## src/atxd_pkg.sv

```systemverilog
// constants and types shared by the async transmit descriptor decoder
//
// Functional notes
// - header-immediate descriptor opcode is 4'h0
// - header-immediate key 3'h2 marks inline data
// - inline bytes start after sixteenth descriptor byte
// - header-immediate always advances pointer by 32
// - inline quadlets go into transmit FIFO
// - response context drops packet past deadline
// - cycle_a is seconds[2:0] then thirteen tick bits
// - header-immediate pushes at most four quadlets
// - final-buffer descriptor opcode is 4'h1
// - final-buffer key 3'h0 means memory buffer
// - final-buffer bytes read from buffer into FIFO
// - final-buffer completion marks end of packet
// - status bit set writes back status and time
// - interrupt field 11 always, 00 never
// - interrupt field 01 only on bad ack
// - status write-back uses context control [15:0]
// - next-block count zero ends list, else branch
package atxd_pkg;

    // ----------
    // register offsets and reset values
    // ----------
    localparam logic [11:0] ATXD_OFF_CTRL = 12'h000;
    localparam logic [11:0] ATXD_OFF_PTR = 12'h004;
    localparam logic [11:0] ATXD_OFF_STATUS = 12'h008;
    localparam logic [11:0] ATXD_OFF_CUR = 12'h00C;
    localparam logic [31:0] ATXD_RST_PTR = 32'h0000_0000;
    localparam int ATXD_CTRL_RUN = 0;
    localparam int ATXD_CTRL_RESP = 1;

    // context control low half, field positions
    localparam int ATXD_CCR_RUN = 15;
    localparam int ATXD_CCR_DEAD = 11;
    localparam int ATXD_CCR_ACTIVE = 10;
    localparam int ATXD_CCR_MISSED = 9;

    // ----------
    // descriptor layout
    // ----------
    localparam int ATXD_CMD_LO = 28;
    localparam int ATXD_S_BIT = 27;
    localparam int ATXD_KEY_LO = 24;
    localparam int ATXD_INT_LO = 20;
    localparam logic [3:0] ATXD_OP_MORE = 4'h0;
    localparam logic [3:0] ATXD_OP_LAST = 4'h1;
    localparam logic [2:0] ATXD_KEY_IMM = 3'h2;
    localparam logic [2:0] ATXD_KEY_BUF = 3'h0;
    localparam logic [1:0] ATXD_IRQ_ALWAYS = 2'b11;
    localparam logic [1:0] ATXD_IRQ_ON_ERR = 2'b01;
    localparam logic [31:0] ATXD_IMM_DATA_OFF = 32'h0000_0010;
    localparam logic [31:0] ATXD_IMM_DESC_SIZE = 32'h0000_0020;
    localparam logic [31:0] ATXD_STATUS_Q_OFF = 32'h0000_000C;
    localparam logic [15:0] ATXD_IMM_MAX_BYTES = 16'h0010;

    // ----------
    // acknowledge codes and cycle timer figures
    // ----------
    localparam logic [3:0] ATXD_ACK_NONE = 4'h0;
    localparam logic [3:0] ATXD_ACK_COMPLETE = 4'h1;
    localparam logic [3:0] ATXD_ACK_PENDING = 4'h2;
    localparam logic [16:0] ATXD_TICKS_PER_SEC = 17'h0_1F40;
    localparam logic [16:0] ATXD_TIME_WRAP = 17'h0_FA00;
    localparam logic [16:0] ATXD_TIME_HALF = 17'h0_7D00;

    // controller states
    typedef enum logic [8:0] {
        ATXD_ST_IDLE = 9'b0_0000_0001,
        ATXD_ST_FETCH = 9'b0_0000_0010,
        ATXD_ST_DECODE = 9'b0_0000_0100,
        ATXD_ST_READ = 9'b0_0000_1000,
        ATXD_ST_PUSH = 9'b0_0001_0000,
        ATXD_ST_ACK = 9'b0_0010_0000,
        ATXD_ST_WBACK = 9'b0_0100_0000,
        ATXD_ST_NEXT = 9'b0_1000_0000,
        ATXD_ST_HALT = 9'b1_0000_0000
    } atxd_state_t;

endpackage

```

## src/atxd_deadline_chk.sv

```systemverilog
// response deadline compare against the cycle timer
`timescale 1ns/10ps
`default_nettype none
module atxd_deadline_chk
    import atxd_pkg::*;
(
    // current time
    input wire logic [2:0] now_seconds,
    input wire logic [12:0] now_ticks,
    // deadline from the descriptor
    input wire logic [15:0] deadline,
    // result
    output logic expired
);
    logic [16:0] now_lin;
    logic [16:0] dl_lin;
    logic [16:0] diff;

    // linearise seconds and ticks; eight seconds wrap at 64000 ticks
    always_comb begin
        now_lin = 17'(now_seconds) * ATXD_TICKS_PER_SEC + 17'(now_ticks);
        dl_lin = 17'(deadline[15:13]) * ATXD_TICKS_PER_SEC
            + 17'(deadline[12:0]);
        if (now_lin >= dl_lin) begin
            diff = now_lin - dl_lin;
        end else begin
            diff = now_lin + ATXD_TIME_WRAP - dl_lin;
        end
        // past means within half the wrap after the deadline
        expired = (diff != 17'h0_0000) && (diff < ATXD_TIME_HALF);
    end
endmodule // atxd_deadline_chk
`default_nettype wire

```

## src/atxd_irq_sel.sv

```systemverilog
// completion interrupt decision from interrupt field and ack code
`timescale 1ns/10ps
`default_nettype none
module atxd_irq_sel
    import atxd_pkg::*;
(
    // descriptor interrupt field
    input wire logic [1:0] int_field,
    // acknowledge seen for the packet
    input wire logic [3:0] ack_code,
    // decision
    output logic fire
);
    logic bad_ack;

    // any ack other than complete or pending counts as a failure
    assign bad_ack = (ack_code != ATXD_ACK_COMPLETE)
        && (ack_code != ATXD_ACK_PENDING);
    assign fire = (int_field == ATXD_IRQ_ALWAYS)
        || ((int_field == ATXD_IRQ_ON_ERR) && bad_ack);
endmodule // atxd_irq_sel
`default_nettype wire

```

## src/atxd_main.sv

```systemverilog
// async transmit descriptor fetch, decode and execute engine
`timescale 1ns/10ps
`default_nettype none
module atxd_main
    import atxd_pkg::*;
(
    // clock, reset, enable
    input wire logic mclk,
    input wire logic srst,
    input wire logic ce,
    // apb slave
    input wire logic [11:0] paddr,
    input wire logic psel,
    input wire logic penable,
    input wire logic pwrite,
    input wire logic [31:0] pwdata,
    output logic [31:0] prdata,
    output logic pready,
    output logic pslverr,
    // host memory master
    output logic mem_req,
    output logic mem_we,
    output logic [31:0] mem_addr,
    output logic [31:0] mem_wdata,
    input wire logic mem_ack,
    input wire logic [31:0] mem_rdata,
    // cycle timer
    input wire logic [6:0] cycle_seconds_count,
    input wire logic [12:0] cycle_tick_count,
    // link acknowledge
    input wire logic ack_valid,
    input wire logic [3:0] ack_code,
    // transmit fifo
    output logic tx_valid,
    input wire logic tx_ready,
    output logic [31:0] tx_data,
    output logic [2:0] tx_bytes,
    output logic tx_eop,
    // completion interrupt
    output logic context_irq
);
    // ----------
    // declarations
    // ----------
    atxd_state_t state_reg;
    atxd_state_t state_next;
    logic run_reg;
    logic resp_reg;
    logic dead_reg;
    logic missed_reg;
    logic drop_reg;
    logic [31:0] ptr_reg;
    logic [31:0] cur_ptr_reg;
    logic [31:0] addr_reg;
    logic [31:0] wdata_reg;
    logic [31:0] desc_reg [0:3];
    logic [1:0] qidx_reg;
    logic [15:0] bytes_left_reg;
    logic [31:0] tx_data_reg;
    logic [2:0] tx_bytes_reg;
    logic tx_eop_reg;
    logic [3:0] ack_reg;
    logic irq_reg;
    logic [15:0] stamp_reg;
    logic apb_wr;
    logic apb_rd;
    logic addr_hit;
    logic [15:0] ccr_low;
    logic [3:0] f_cmd;
    logic [2:0] f_key;
    logic [1:0] f_int;
    logic f_status;
    logic [15:0] f_count;
    logic [3:0] f_z;
    logic is_imm;
    logic is_last;
    logic expired;
    logic irq_fire;
    logic push_done;
    logic [15:0] take;

    // ----------
    // descriptor field decode
    // ----------
    assign f_cmd = desc_reg[0][ATXD_CMD_LO +: 4];
    assign f_key = desc_reg[0][ATXD_KEY_LO +: 3];
    assign f_int = desc_reg[0][ATXD_INT_LO +: 2];
    assign f_status = desc_reg[0][ATXD_S_BIT];
    assign f_count = desc_reg[0][15:0];
    assign f_z = desc_reg[2][3:0];
    // both fields must match, so the two types can never alias
    assign is_imm = (f_cmd == ATXD_OP_MORE)
        && (f_key == ATXD_KEY_IMM);
    assign is_last = (f_cmd == ATXD_OP_LAST)
        && (f_key == ATXD_KEY_BUF);

    // deadline compare on the live cycle timer
    atxd_deadline_chk u_deadline (
        .now_seconds(cycle_seconds_count[2:0]),
        .now_ticks(cycle_tick_count),
        .deadline(desc_reg[3][15:0]),
        .expired(expired)
    );

    // interrupt decision for the final descriptor
    atxd_irq_sel u_irq (
        .int_field(f_int),
        .ack_code(ack_reg),
        .fire(irq_fire)
    );

    // ----------
    // apb slave
    // ----------
    // zero wait states; a frozen block holds the transfer via pready
    assign pready = ce;
    assign apb_wr = psel & penable & pwrite & ce;
    assign apb_rd = psel & penable & ~pwrite & ce;
    assign addr_hit = (paddr == ATXD_OFF_CTRL) || (paddr == ATXD_OFF_PTR)
        || (paddr == ATXD_OFF_STATUS) || (paddr == ATXD_OFF_CUR);
    assign pslverr = psel & penable & ~addr_hit;
    assign ccr_low = {run_reg, 3'h0, dead_reg, ~state_reg[0], missed_reg,
        5'h00, 4'(ack_reg)};

    // read mux; unmapped reads return zero with an error
    always_comb begin
        prdata = 32'h0000_0000;
        if (apb_rd) begin
            case (paddr)
                ATXD_OFF_CTRL: prdata = {30'h0000_0000, resp_reg, run_reg};
                ATXD_OFF_PTR: prdata = ptr_reg;
                ATXD_OFF_STATUS: prdata = {16'h0000, ccr_low};
                ATXD_OFF_CUR: prdata = cur_ptr_reg;
                default: prdata = 32'h0000_0000;
            endcase
        end
    end

    // software steer bits; hardware stops the run at list end or fault
    always_ff @(posedge mclk) begin
        if (srst) begin
            run_reg <= 1'b0;
            resp_reg <= 1'b0;
            ptr_reg <= ATXD_RST_PTR;
        end else if (ce) begin
            if (apb_wr && paddr == ATXD_OFF_CTRL) begin
                run_reg <= pwdata[ATXD_CTRL_RUN];
                resp_reg <= pwdata[ATXD_CTRL_RESP];
            end else if (state_reg == ATXD_ST_HALT) begin
                run_reg <= 1'b0;
            end else if (state_reg == ATXD_ST_NEXT && is_last
                && f_z == 4'h0) begin
                run_reg <= 1'b0;
            end
            // pointer only takes a write while the engine is stopped
            if (apb_wr && paddr == ATXD_OFF_PTR && state_reg == ATXD_ST_IDLE)
            begin
                ptr_reg <= {pwdata[31:4], 4'h0};
            end
        end
    end

    // sticky faults: hardware set wins over a software clear
    always_ff @(posedge mclk) begin
        if (srst) begin
            dead_reg <= 1'b0;
            missed_reg <= 1'b0;
        end else if (ce) begin
            if (state_reg == ATXD_ST_DECODE && !is_imm && !is_last) begin
                dead_reg <= 1'b1;
            end else if (apb_wr && paddr == ATXD_OFF_STATUS
                && pwdata[ATXD_CCR_DEAD]) begin
                dead_reg <= 1'b0;
            end
            if (state_reg == ATXD_ST_DECODE && is_imm && resp_reg && expired)
            begin
                missed_reg <= 1'b1;
            end else if (apb_wr && paddr == ATXD_OFF_STATUS
                && pwdata[ATXD_CCR_MISSED]) begin
                missed_reg <= 1'b0;
            end
        end
    end

    // ----------
    // controller state machine
    // ----------
    assign push_done = tx_ready | drop_reg;

    always_comb begin
        state_next = state_reg;
        case (state_reg)
            ATXD_ST_IDLE: begin
                if (run_reg) begin
                    state_next = ATXD_ST_FETCH;
                end
            end
            ATXD_ST_FETCH: begin
                if (mem_ack && qidx_reg == 2'd3) begin
                    state_next = ATXD_ST_DECODE;
                end
            end
            ATXD_ST_DECODE: begin
                if (is_imm) begin
                    state_next = ATXD_ST_READ;
                end else if (is_last) begin
                    // an empty buffer still closes the packet
                    state_next = (f_count == 16'h0000) ? ATXD_ST_PUSH
                        : ATXD_ST_READ;
                end else begin
                    state_next = ATXD_ST_HALT;
                end
            end
            ATXD_ST_READ: begin
                if (mem_ack) begin
                    state_next = ATXD_ST_PUSH;
                end
            end
            ATXD_ST_PUSH: begin
                if (push_done) begin
                    if (bytes_left_reg != 16'h0000) begin
                        state_next = ATXD_ST_READ;
                    end else if (is_imm) begin
                        state_next = ATXD_ST_NEXT;
                    end else if (drop_reg) begin
                        // nothing went out, so no ack will come
                        state_next = f_status ? ATXD_ST_WBACK : ATXD_ST_NEXT;
                    end else begin
                        state_next = ATXD_ST_ACK;
                    end
                end
            end
            ATXD_ST_ACK: begin
                if (ack_valid) begin
                    state_next = f_status ? ATXD_ST_WBACK
                        : ATXD_ST_NEXT;
                end
            end
            ATXD_ST_WBACK: begin
                if (mem_ack) begin
                    state_next = ATXD_ST_NEXT;
                end
            end
            ATXD_ST_NEXT: begin
                state_next = (is_last && f_z == 4'h0) ? ATXD_ST_IDLE
                    : ATXD_ST_FETCH;
            end
            ATXD_ST_HALT: begin
                state_next = ATXD_ST_IDLE;
            end
            default: begin
                state_next = ATXD_ST_IDLE;
            end
        endcase
    end

    always_ff @(posedge mclk) begin
        if (srst) begin
            state_reg <= ATXD_ST_IDLE;
        end else if (ce) begin
            state_reg <= state_next;
        end
    end

    // ----------
    // descriptor pointer, memory address and fetch index
    // ----------
    always_ff @(posedge mclk) begin
        if (srst) begin
            cur_ptr_reg <= ATXD_RST_PTR;
            addr_reg <= ATXD_RST_PTR;
            qidx_reg <= 2'd0;
        end else if (ce) begin
            case (state_reg)
                ATXD_ST_IDLE: begin
                    cur_ptr_reg <= ptr_reg;
                    addr_reg <= ptr_reg;
                    qidx_reg <= 2'd0;
                end
                ATXD_ST_FETCH, ATXD_ST_READ: begin
                    if (mem_ack) begin
                        addr_reg <= addr_reg + 32'h0000_0004;
                        qidx_reg <= qidx_reg + 2'd1;
                    end
                end
                ATXD_ST_DECODE: begin
                    // inline quadlets sit right after the first 16 bytes
                    addr_reg <= is_imm ? cur_ptr_reg + ATXD_IMM_DATA_OFF
                        : desc_reg[1];
                end
                ATXD_ST_PUSH: begin
                    if (push_done && bytes_left_reg == 16'h0000
                        && !is_imm) begin
                        addr_reg <= cur_ptr_reg + ATXD_STATUS_Q_OFF;
                    end
                end
                ATXD_ST_NEXT: begin
                    qidx_reg <= 2'd0;
                    if (is_imm) begin
                        cur_ptr_reg <= cur_ptr_reg + ATXD_IMM_DESC_SIZE;
                        addr_reg <= cur_ptr_reg + ATXD_IMM_DESC_SIZE;
                    end else begin
                        cur_ptr_reg <= {desc_reg[2][31:4], 4'h0};
                        addr_reg <= {desc_reg[2][31:4], 4'h0};
                    end
                end
                default: begin
                end
            endcase
        end
    end

    // descriptor quadlet store, one word per fetch answer
    always_ff @(posedge mclk) begin
        if (srst) begin
            for (int i = 0; i < 4; i++) begin
                desc_reg[i] <= 32'h0000_0000;
            end
        end else if (ce) begin
            if (state_reg == ATXD_ST_FETCH && mem_ack) begin
                desc_reg[qidx_reg] <= mem_rdata;
            end
        end
    end

    // ----------
    // byte accounting and transmit word
    // ----------
    assign take = (bytes_left_reg > 16'h0004) ? 16'h0004 : bytes_left_reg;

    always_ff @(posedge mclk) begin
        if (srst) begin
            bytes_left_reg <= 16'h0000;
            tx_data_reg <= 32'h0000_0000;
            tx_bytes_reg <= 3'd0;
            tx_eop_reg <= 1'b0;
        end else if (ce) begin
            if (state_reg == ATXD_ST_DECODE) begin
                // clamp so a header never exceeds four quadlets
                bytes_left_reg <= (is_imm && f_count > ATXD_IMM_MAX_BYTES)
                    ? ATXD_IMM_MAX_BYTES : f_count;
                tx_data_reg <= 32'h0000_0000;
                tx_bytes_reg <= 3'd0;
                tx_eop_reg <= is_last;
            end else if (state_reg == ATXD_ST_READ && mem_ack) begin
                tx_data_reg <= mem_rdata;
                tx_bytes_reg <= take[2:0];
                bytes_left_reg <= bytes_left_reg - take;
                // end of packet rides on the last buffer word
                tx_eop_reg <= is_last && (bytes_left_reg == take);
            end
        end
    end

    // late response packets are walked but never handed to the fifo
    always_ff @(posedge mclk) begin
        if (srst) begin
            drop_reg <= 1'b0;
        end else if (ce) begin
            if (state_reg == ATXD_ST_DECODE && is_imm) begin
                drop_reg <= resp_reg && expired;
            end else if (state_reg == ATXD_ST_NEXT && is_last) begin
                drop_reg <= 1'b0;
            end
        end
    end

    assign tx_valid = state_reg[4] & ~drop_reg;
    assign tx_data = tx_data_reg;
    assign tx_bytes = tx_bytes_reg;
    assign tx_eop = tx_eop_reg;

    // ----------
    // acknowledge, status write-back and interrupt
    // ----------
    always_ff @(posedge mclk) begin
        if (srst) begin
            ack_reg <= ATXD_ACK_NONE;
            stamp_reg <= 16'h0000;
        end else if (ce) begin
            if (state_reg == ATXD_ST_DECODE && is_last) begin
                ack_reg <= ATXD_ACK_NONE;
            end else if (state_reg == ATXD_ST_ACK && ack_valid) begin
                ack_reg <= ack_code;
            end
            // capture completion time as seconds[2:0] then ticks
            if (state_reg == ATXD_ST_PUSH && push_done
                && bytes_left_reg == 16'h0000) begin
                stamp_reg <= {cycle_seconds_count[2:0],
                    cycle_tick_count};
            end
        end
    end

    // status word frozen while the write is outstanding; the fresh ack
    // is folded in at its own edge so the write never carries a stale one
    always_ff @(posedge mclk) begin
        if (srst) begin
            wdata_reg <= 32'h0000_0000;
        end else if (ce && state_reg != ATXD_ST_WBACK) begin
            wdata_reg <= {ccr_low[15:4], (state_reg == ATXD_ST_ACK
                && ack_valid) ? ack_code : ack_reg, stamp_reg};
        end
    end

    assign mem_req = state_reg[1] | state_reg[3] | state_reg[6];
    assign mem_we = state_reg[6];
    assign mem_addr = addr_reg;
    assign mem_wdata = wdata_reg;

    // one-cycle completion pulse at the end of a final descriptor
    always_ff @(posedge mclk) begin
        if (srst) begin
            irq_reg <= 1'b0;
        end else if (ce) begin
            irq_reg <= (state_reg == ATXD_ST_NEXT) && is_last
                && irq_fire;
        end
    end

    assign context_irq = irq_reg;

endmodule // atxd_main
`default_nettype wire

```

## config.mk

```make
export PLATFORM = sky130hd
export DESIGN_NAME = atxd_main
export DESIGN_NICKNAME = d
export VERILOG_FILES = /design/src/atxd_pkg.sv /design/src/atxd_deadline_chk.sv /design/src/atxd_irq_sel.sv /design/src/atxd_main.sv
export SDC_FILE = /design/constraint.sdc
export NUM_CORES = 1
export LEC_CHECK = 0
export ABC_AREA = 0
export BUFFER_PORTS_ARGS = -buffer_cell sky130_fd_sc_hd__buf_4
export CAP_MARGIN = 10
export CORE_ASPECT_RATIO = 0.8
export CORE_MARGIN = 2
export CORE_UTILIZATION = 55
export CTS_CLUSTER_DIAMETER = 80
export DETAILED_ROUTE_END_ITERATION = 16
export HOLD_SLACK_MARGIN = 0.1
export PLACE_DENSITY = 0.85
export SYNTH_ARGS = -nofsm -noshare
export SYNTH_HDL_FRONTEND = slang
export SYNTH_HIERARCHICAL = 1
export SYNTH_SLANG_ARGS = --single-unit
```

## constraint.sdc

```tcl
create_clock -name mclk -period 6.58 [get_ports mclk]
set_clock_uncertainty 0.15 [all_clocks]
set_input_delay 0.329 -clock mclk [delete_from_list [all_inputs] [get_ports mclk]]
set_output_delay 0.329 -clock mclk [all_outputs]
set_load 0.02 [all_outputs]
```

==> reports/qor.yml, run 1 <==
route:
  vias: 19200
  dr.first_iter.drc_count: 2915
  wirelength_mm: 68.59
  vias_per_cell: 6.368
  drtPass1Iterations: 6
  antenna_left: 0
  wl_per_cell_um: 22.75
  drc_errors: 0
pwr:
  pwr-share-comb_pct: 37.4
  p_total_mw: 7.228
  ir_drop_v: 0.0001779
  power.density_mw_per_mm2: 309.6
  power.net_switching_mw: 2.879
  swShare_pct: 39.83
  internal_power_mw: 4.349
  pwr-share-seq_pct: 35.2
  power_frac_clock_pct: 27.3
  p_leak_nw: 8.776
sta:
  worst_pin_slew_ps: 1251
  final_max_slew_viol_count: 0
  finalSetupTns_ps: 0
  slew_headroom_pct: 16.62
  fmax_mhz: 163.6
  holdWs_ps: 123.3
  setup_ws_ps: 468.0
  hold_viol: 0
  rsz0062_at_grt: "no"
  post-route-period-util_pct: 92.89
  period_needed_ps: 6112
  final-setup-viol-count: 0
logic_synthesis:
  async_flop_share_pct: 0
  syn_area_per_cell_um2: 8.475
  synthCells: 2302
  yosysUniqueCellTypes: 100
  yosysMostFrequentCell: "nor2_1"
  yosys.area.top_type: "dfxtp_1"
  ys_ff_latch: 311
  ys_seq_area_share_pct: 37.35
  synth_ff_type: "dfxtp_1"
  synth_top_area_share_pct: 21.04
  synth_area_leaders: "dfxtp_1, edfxtp_1, nor2_1"
  synth_common_cells: "nor2_1, dfxtp_1, nand2_1"
  synth_edf_count: 106
  netlist_area_mm2: 0.01951
  yosysWarnings: 6
grt:
  grt_pass1_wl_mm: 103.1
  antenna_found_initial: 2
  grt_usage_pct: 35.97
  top_usage_layer: "met2"
  gr-usage-met2_pct: 50.51
  grt_util_met3_pct: 14.58
  grt_max_degree: 83
  grt_overflow: 0
  met1_usage_pct: 50.35
  grt_pass1_vias: 17780
final_layout:
  seq_area_mm2: 0.007287
  layout-drive-gt1-share_pct: 14.35
  nets: 2725
  nFillCells: 2782
  diodes: 0
  final_cells: 3015
  multi_input_area_mm2: 0.01121
  syn2layout_area_growth_pct: 19.69
  post-route-util_pct: 66.94
  largest_reg_flops: 106
  design_area_mm2: 0.02335
placed_design:
  dpl_cell_area_mm2: 0.02138
  dp_cells: 2873
  place_congestion: 1.034
  portBuffers: 232
  pre_cts_slack_ps: 493.5
  hpwl_mm: 48.91
clocking:
  cts_tree: "built"
  clk_pin_slew_ps: 60
  cts_resized: 0
  cts_inserted_buffers: 35
  clk_latency_ps: 540
  root_buffer: "clkbuf_16"
  cts_sinks: 311
  cts_setup_buffers: 0
  clockBufferDepth: 3
  cts_max_level: 2
  ctsHoldBuffers: 83
min_path:
  worstHoldPathCells: 4
  hp-class: "in2reg"
  hp-start: "ack_valid"
setup_path:
  crit_fanout: 6
  timing.rr.start: "desc_reg[3][13]"
  start_kind: "primary input"
  crit_slowest_cell: "fa_1"
  crit_path_frequent_cell: "inv_1"
  worstPathArrival_ps: 6400
  startpoint: "cycle_seconds_count[0]"
  worstSetupPathType: "in2reg"
  end_kind: "flip-flop"
  reg2reg_depth: 21
  slowest_delay_ps: 600
  cp_cell_sequence: "dlygate4sd3_1 -> buf_4 -> fa_1 -> inv_1 -> fa_1 -> fa_1 -> inv_1 -> ha_1 -> inv_1 -> o21bai_1 -> a21oi_1 -> xor2_1 -> ha_1 -> inv_1 -> ha_1 -> or3_1 -> o21ai_0 -> nor3b_1 -> o31ai_1 -> a2111oi_2 -> a211oi_1 -> nand4_1 -> a21oi_1"
  required_ps: 6870
die:
  die_area_mm2: 0.03700
  core_mm2: 0.03488
  initial_core_util_pct: 55.93
  die_width_um: 214.6
  pin_count: 247
  die_h_um: 172.5
  rows: 61
job:
  cap_violations: 0
status:
  status: "complete, no violations"
==> worst paths after layout <==
kind,slack (ps),endpoint
worst max-delay path,470,drop_reg
worst min-delay path,120,state_reg[6]
worst max register to register,530,missed_reg
worst min register to register,300,mem_wdata[14]
==> worst max-delay path: cells and delay by family <==
family | cells | cell delay (ps)
xor gates and xnor gates | 1 | 330
and+or+nand+nor | 3 | 690
AOI/OAI and AO/OA | 7 | 1580
adders and majority gates | 6 | 2450
buffers and inverters | 6 | 1030
==> metal layers <==
| metal | part of all wire [%] | vias to the layer above |
|---|---|---|
| met5 | 0.034 | - |
| met4 | 3.0 | 4 |
| met3 | 15 | 185 |
| met2 | 40 | 1296 |
| met1 | 42 | 9024 |
| li1 | - | 8692 |
==> layout make-up <==
cell class / count / area share (%)
flip-flops and latches: 311 / 31.21
clock buffers: 42 / 3.992
inverters: 96 / 1.543
multi-input cells: 1738 / 48.03
clock inverters: 17 / 0.8949
repair buffers: 339 / 11.80
well taps: 472 / 2.529
==> placed cells by master (no fill, tap or decap), drive strengths merged, types with 29 or more instances in the layout <==
cell	Yosys	routed
nand3	49	49
dlygate4sd3	0	83
and2	119	119
dfxtp	205	205
nor3	83	83
nor4	34	34
buf	43	256
a21oi	162	162
ha	74	74
nor2	280	280
xnor2	74	74
mux2i	36	36
clkbuf	121	42
a22oi	70	70
o21ai	87	87
a211oi	63	63
nand2	190	190
inv	96	97
xor2	39	39
nand4	29	29
edfxtp	106	106
==> cells by family (layout without fill, tap and decap cells) <==
family | after synthesis | count (layout) | synth area share [%]
AOI/OAI and AO/OA | 566 | 566 | 19.81
xor gates and xnor gates | 113 | 113 | 5.073
buffers and inverters | 260 | 494 | 5.419
muxes | 39 | 39 | 2.020
other | 2 | 9 | 0.03850
adders and majority gates | 95 | 95 | 6.901
and+or+nand+nor | 916 | 916 | 23.38
DFF | 311 | 311 | 37.35
==> power groups by stage <==
stage | Clock, mW | Combinational, mW | Sequential (mW)
2_1_floorplan | 0 | 1.96 | 2.35
3_3_place_gp | 0 | 2.51 | 2.54
3_5_place_dp | 0 | 2.57 | 2.55
4_1_cts | 1.99 | 2.63 | 2.51
5_1_grt | 2.07 | 2.92 | 2.56
6_report | 1.98 | 2.71 | 2.55
No activity file was read; power rests on OpenSTA's default activity.
==> inputs of run 2 (changes only) <==
Settings changed: CORE_UTILIZATION 55 to 59, PLACE_DENSITY 0.85 to 0.9.
Clock period 6.58 ns to 5.8 ns, I/O delays scaled along.
==> run 2 against run 1 <==
First-iteration DRC count grew 4.1%. Critical path type is now reg2reg. Setup slack lost 310 ps. Clock power grew 11%. Highest routed layer unchanged. Sequential cell count is the same.
==> reports/qor.yml, run 2 (synthesis gave the netlist of run 1 again) <==
route:
  drtPass1Iterations: 8  # was 6
  drc_errors: 0  # unchanged
  vias_per_cell: 6.463  # was 6.368
  antenna_left: 0  # unchanged
  vias: 19620  # was 19200
  wl_per_cell_um: 23.71  # was 22.75 µm
  dr.first_iter.drc_count: 3034  # was 2915
  wirelength_mm: 71.99  # was 68.59 mm
sta:
  slew_headroom_pct: 11.62  # was 16.62%
  fmax_mhz: 177.3
  post-route-period-util_pct: 97.24
  period_needed_ps: 5640
  final_max_slew_viol_count: 0  # unchanged
  hold_viol: 0  # unchanged
  final-setup-viol-count: 0  # unchanged
  holdWs_ps: 154.0  # was 123.3 ps
  worst_pin_slew_ps: 1307  # was 1251 ps
clocking:
  cts_max_level: 1  # was 2
  cts_inserted_buffers: 31  # was 35
  clk_latency_ps: 600  # was 540 ps
  cts_tree: "built"  # unchanged
  clk_pin_slew_ps: 70  # was 60 ps
  clockBufferDepth: 3  # unchanged
  root_buffer: "clkbuf_16"  # unchanged
  cts_sinks: 311  # unchanged
setup_path:
  worstSetupPathType: "reg2reg"  # was in2reg
  timing.rr.start: "desc_reg[3][14]"  # was desc_reg[3][13]
  required_ps: 6110  # was 6870 ps
  reg2reg_depth: 24  # was 21
  startpoint: "desc_reg[3][14]"  # was cycle_seconds_count[0]
  end_kind: "flip-flop"  # unchanged
  crit_fanout: 5  # was 6
  start_kind: "flip-flop"  # was primary input
  worstPathArrival_ps: 5950  # was 6400 ps
final_layout:
  final_cell_mix: "buf_4, nor2_1, dfxtp_1"  # was nor2_1, buf_4, dfxtp_1
  largest_reg_flops: 106  # unchanged
  nets: 2790  # was 2725
  final_common_cell: "buf_4"  # was nor2_1
  layout-drive-gt1-share_pct: 16.83  # was 14.35%
  diodes: 0  # unchanged
  syn2layout_area_growth_pct: 23.13  # was 19.69%
min_path:
  hp-start: "ack_valid"  # unchanged
  worstHoldPathCells: 5  # was 4
  hp-class: "in2reg"  # unchanged
grt:
  grt_overflow: 0  # unchanged
  antenna_found_initial: 1  # was 2
  grt_usage_pct: 40.02  # was 35.97%
  grt_pass1_vias: 18580  # was 17780
  grt_max_degree: 61  # was 83
  grt_pass1_wl_mm: 108.7  # was 103.1 mm
pwr:
  power_frac_clock_pct: 25.4  # was 27.3%
  swShare_pct: 39.68  # was 39.83%
  ir_drop_v: 0.0002671  # was 0.0001779 V
  pwr-share-comb_pct: 41.2  # was 37.4%
  p_total_mw: 8.654  # was 7.228 mW
  power.density_mw_per_mm2: 360.3  # was 309.6 mW/mm²
  internal_power_mw: 5.220  # was 4.349 mW
  pwr-share-seq_pct: 33.4  # was 35.2%
  p_leak_nw: 9.143  # was 8.776 nW
  power.net_switching_mw: 3.434  # was 2.879 mW
die:
  die_area_mm2: 0.03454  # was 0.03700 mm²
  initial_core_util_pct: 59.93  # was 55.93%
  die_h_um: 166.6  # was 172.5 µm
  core_mm2: 0.03256  # was 0.03488 mm²
  die_width_um: 207.3  # was 214.6 µm
  rows: 59  # was 61
  pin_count: 247  # unchanged
placed_design:
  place_congestion: 1.071  # was 1.034
  portBuffers: 232  # unchanged
  hpwl_mm: 50.29  # was 48.91 mm
status:
  status: "complete, no violations"  # unchanged
job:
  cap_violations: 0  # unchanged
-- run 2: cell types whose count changed in the layout (fill, tap and decap cells not counted), sizes merged, moves of 2 or more --
cell and delta:
clkinvlp +2, clkbuf -3, clkinv -5, inv +2, dlygate4sd3 +23, buf +46
-- run 2: area by class of cell --
cell class              instances  area, µm²
multi-input cells            1738      11380
fillers                      2282       8533
flip-flops and latches        311       7287
repair buffers                408       3339
clock buffers                  39      877.1
well taps                     427      534.3
inverters                      96      360.3
clock inverters                17      239.0
-- run 2: power by group through the flow --
stage	combinational (mW)	clock, mW	sequential (mW)
5_1_grt	3.82	2.29	2.90
3_5_place_dp	3.19	0	2.89
2_1_floorplan	2.23	0	2.67
3_3_place_gp	3.14	0	2.89
4_1_cts	3.31	2.19	2.85
6_report	3.56	2.20	2.89
-- run 2: through the flow --
stage	util, %	setup TNS (ps)	cell area (µm²)	setup WS (ps)	instances
after detailed placement	66.44	-400.0	21630	-200.0	2869
after floorplan	-	0	19540	357.3	2309
final	73.79	0	24020	160.0	3036
after global routing	73.79	-30.11	24020	-20.32	3036
after global placement	66.44	-96.56	21630	-49.50	2869
after CTS	73.35	0	23880	32.05	3035
-- run 2: worst paths after layout --
check	end	slack (ps)
worst max-delay path	drop_reg	160
worst max register to register	drop_reg	160
worst min-delay path	state_reg[6]	150
worst min register to register	mem_wdata[9]	300
-- run 2: what timing repair did --
item,in CTS,in global routing
hold buffers,106,0
hold endpoints to repair,230,0
endpoints found under the setup margin,2,2
gates resized for setup,7,29
pin swaps,6,13
setup buffers,4,1
-- run 2: routing by layer --
layer  share of wire (%)  vias up  GRT usage (%)  wire (µm)
met5               0.018        -              0         13
met4                 2.7        2          10.25       1960
met3                  15      160          15.90      10760
met2                  41     1330          56.83      29180
met1                  42     9316          56.62      30070
li1                    -     8813              -          -
-- run 2: critical path: stages (launching register included) --
cell	delay (ps)
edfxtp_1	440
buf_6	160
ha_1	280
ha_2	190
inv_1	60
fa_2	410
fa_1	500
inv_1	70
ha_4	300
inv_1	40
o21bai_1	160
a21oi_2	110
nor2_1	250
xnor2_1	160
ha_1	280
o21ai_0	230
a21oi_2	70
nor2_2	160
nand2_2	80
or4_4	570
a2111oi_4	350
a211oi_2	120
buf_4	160
nand4_1	120
a21oi_1	70
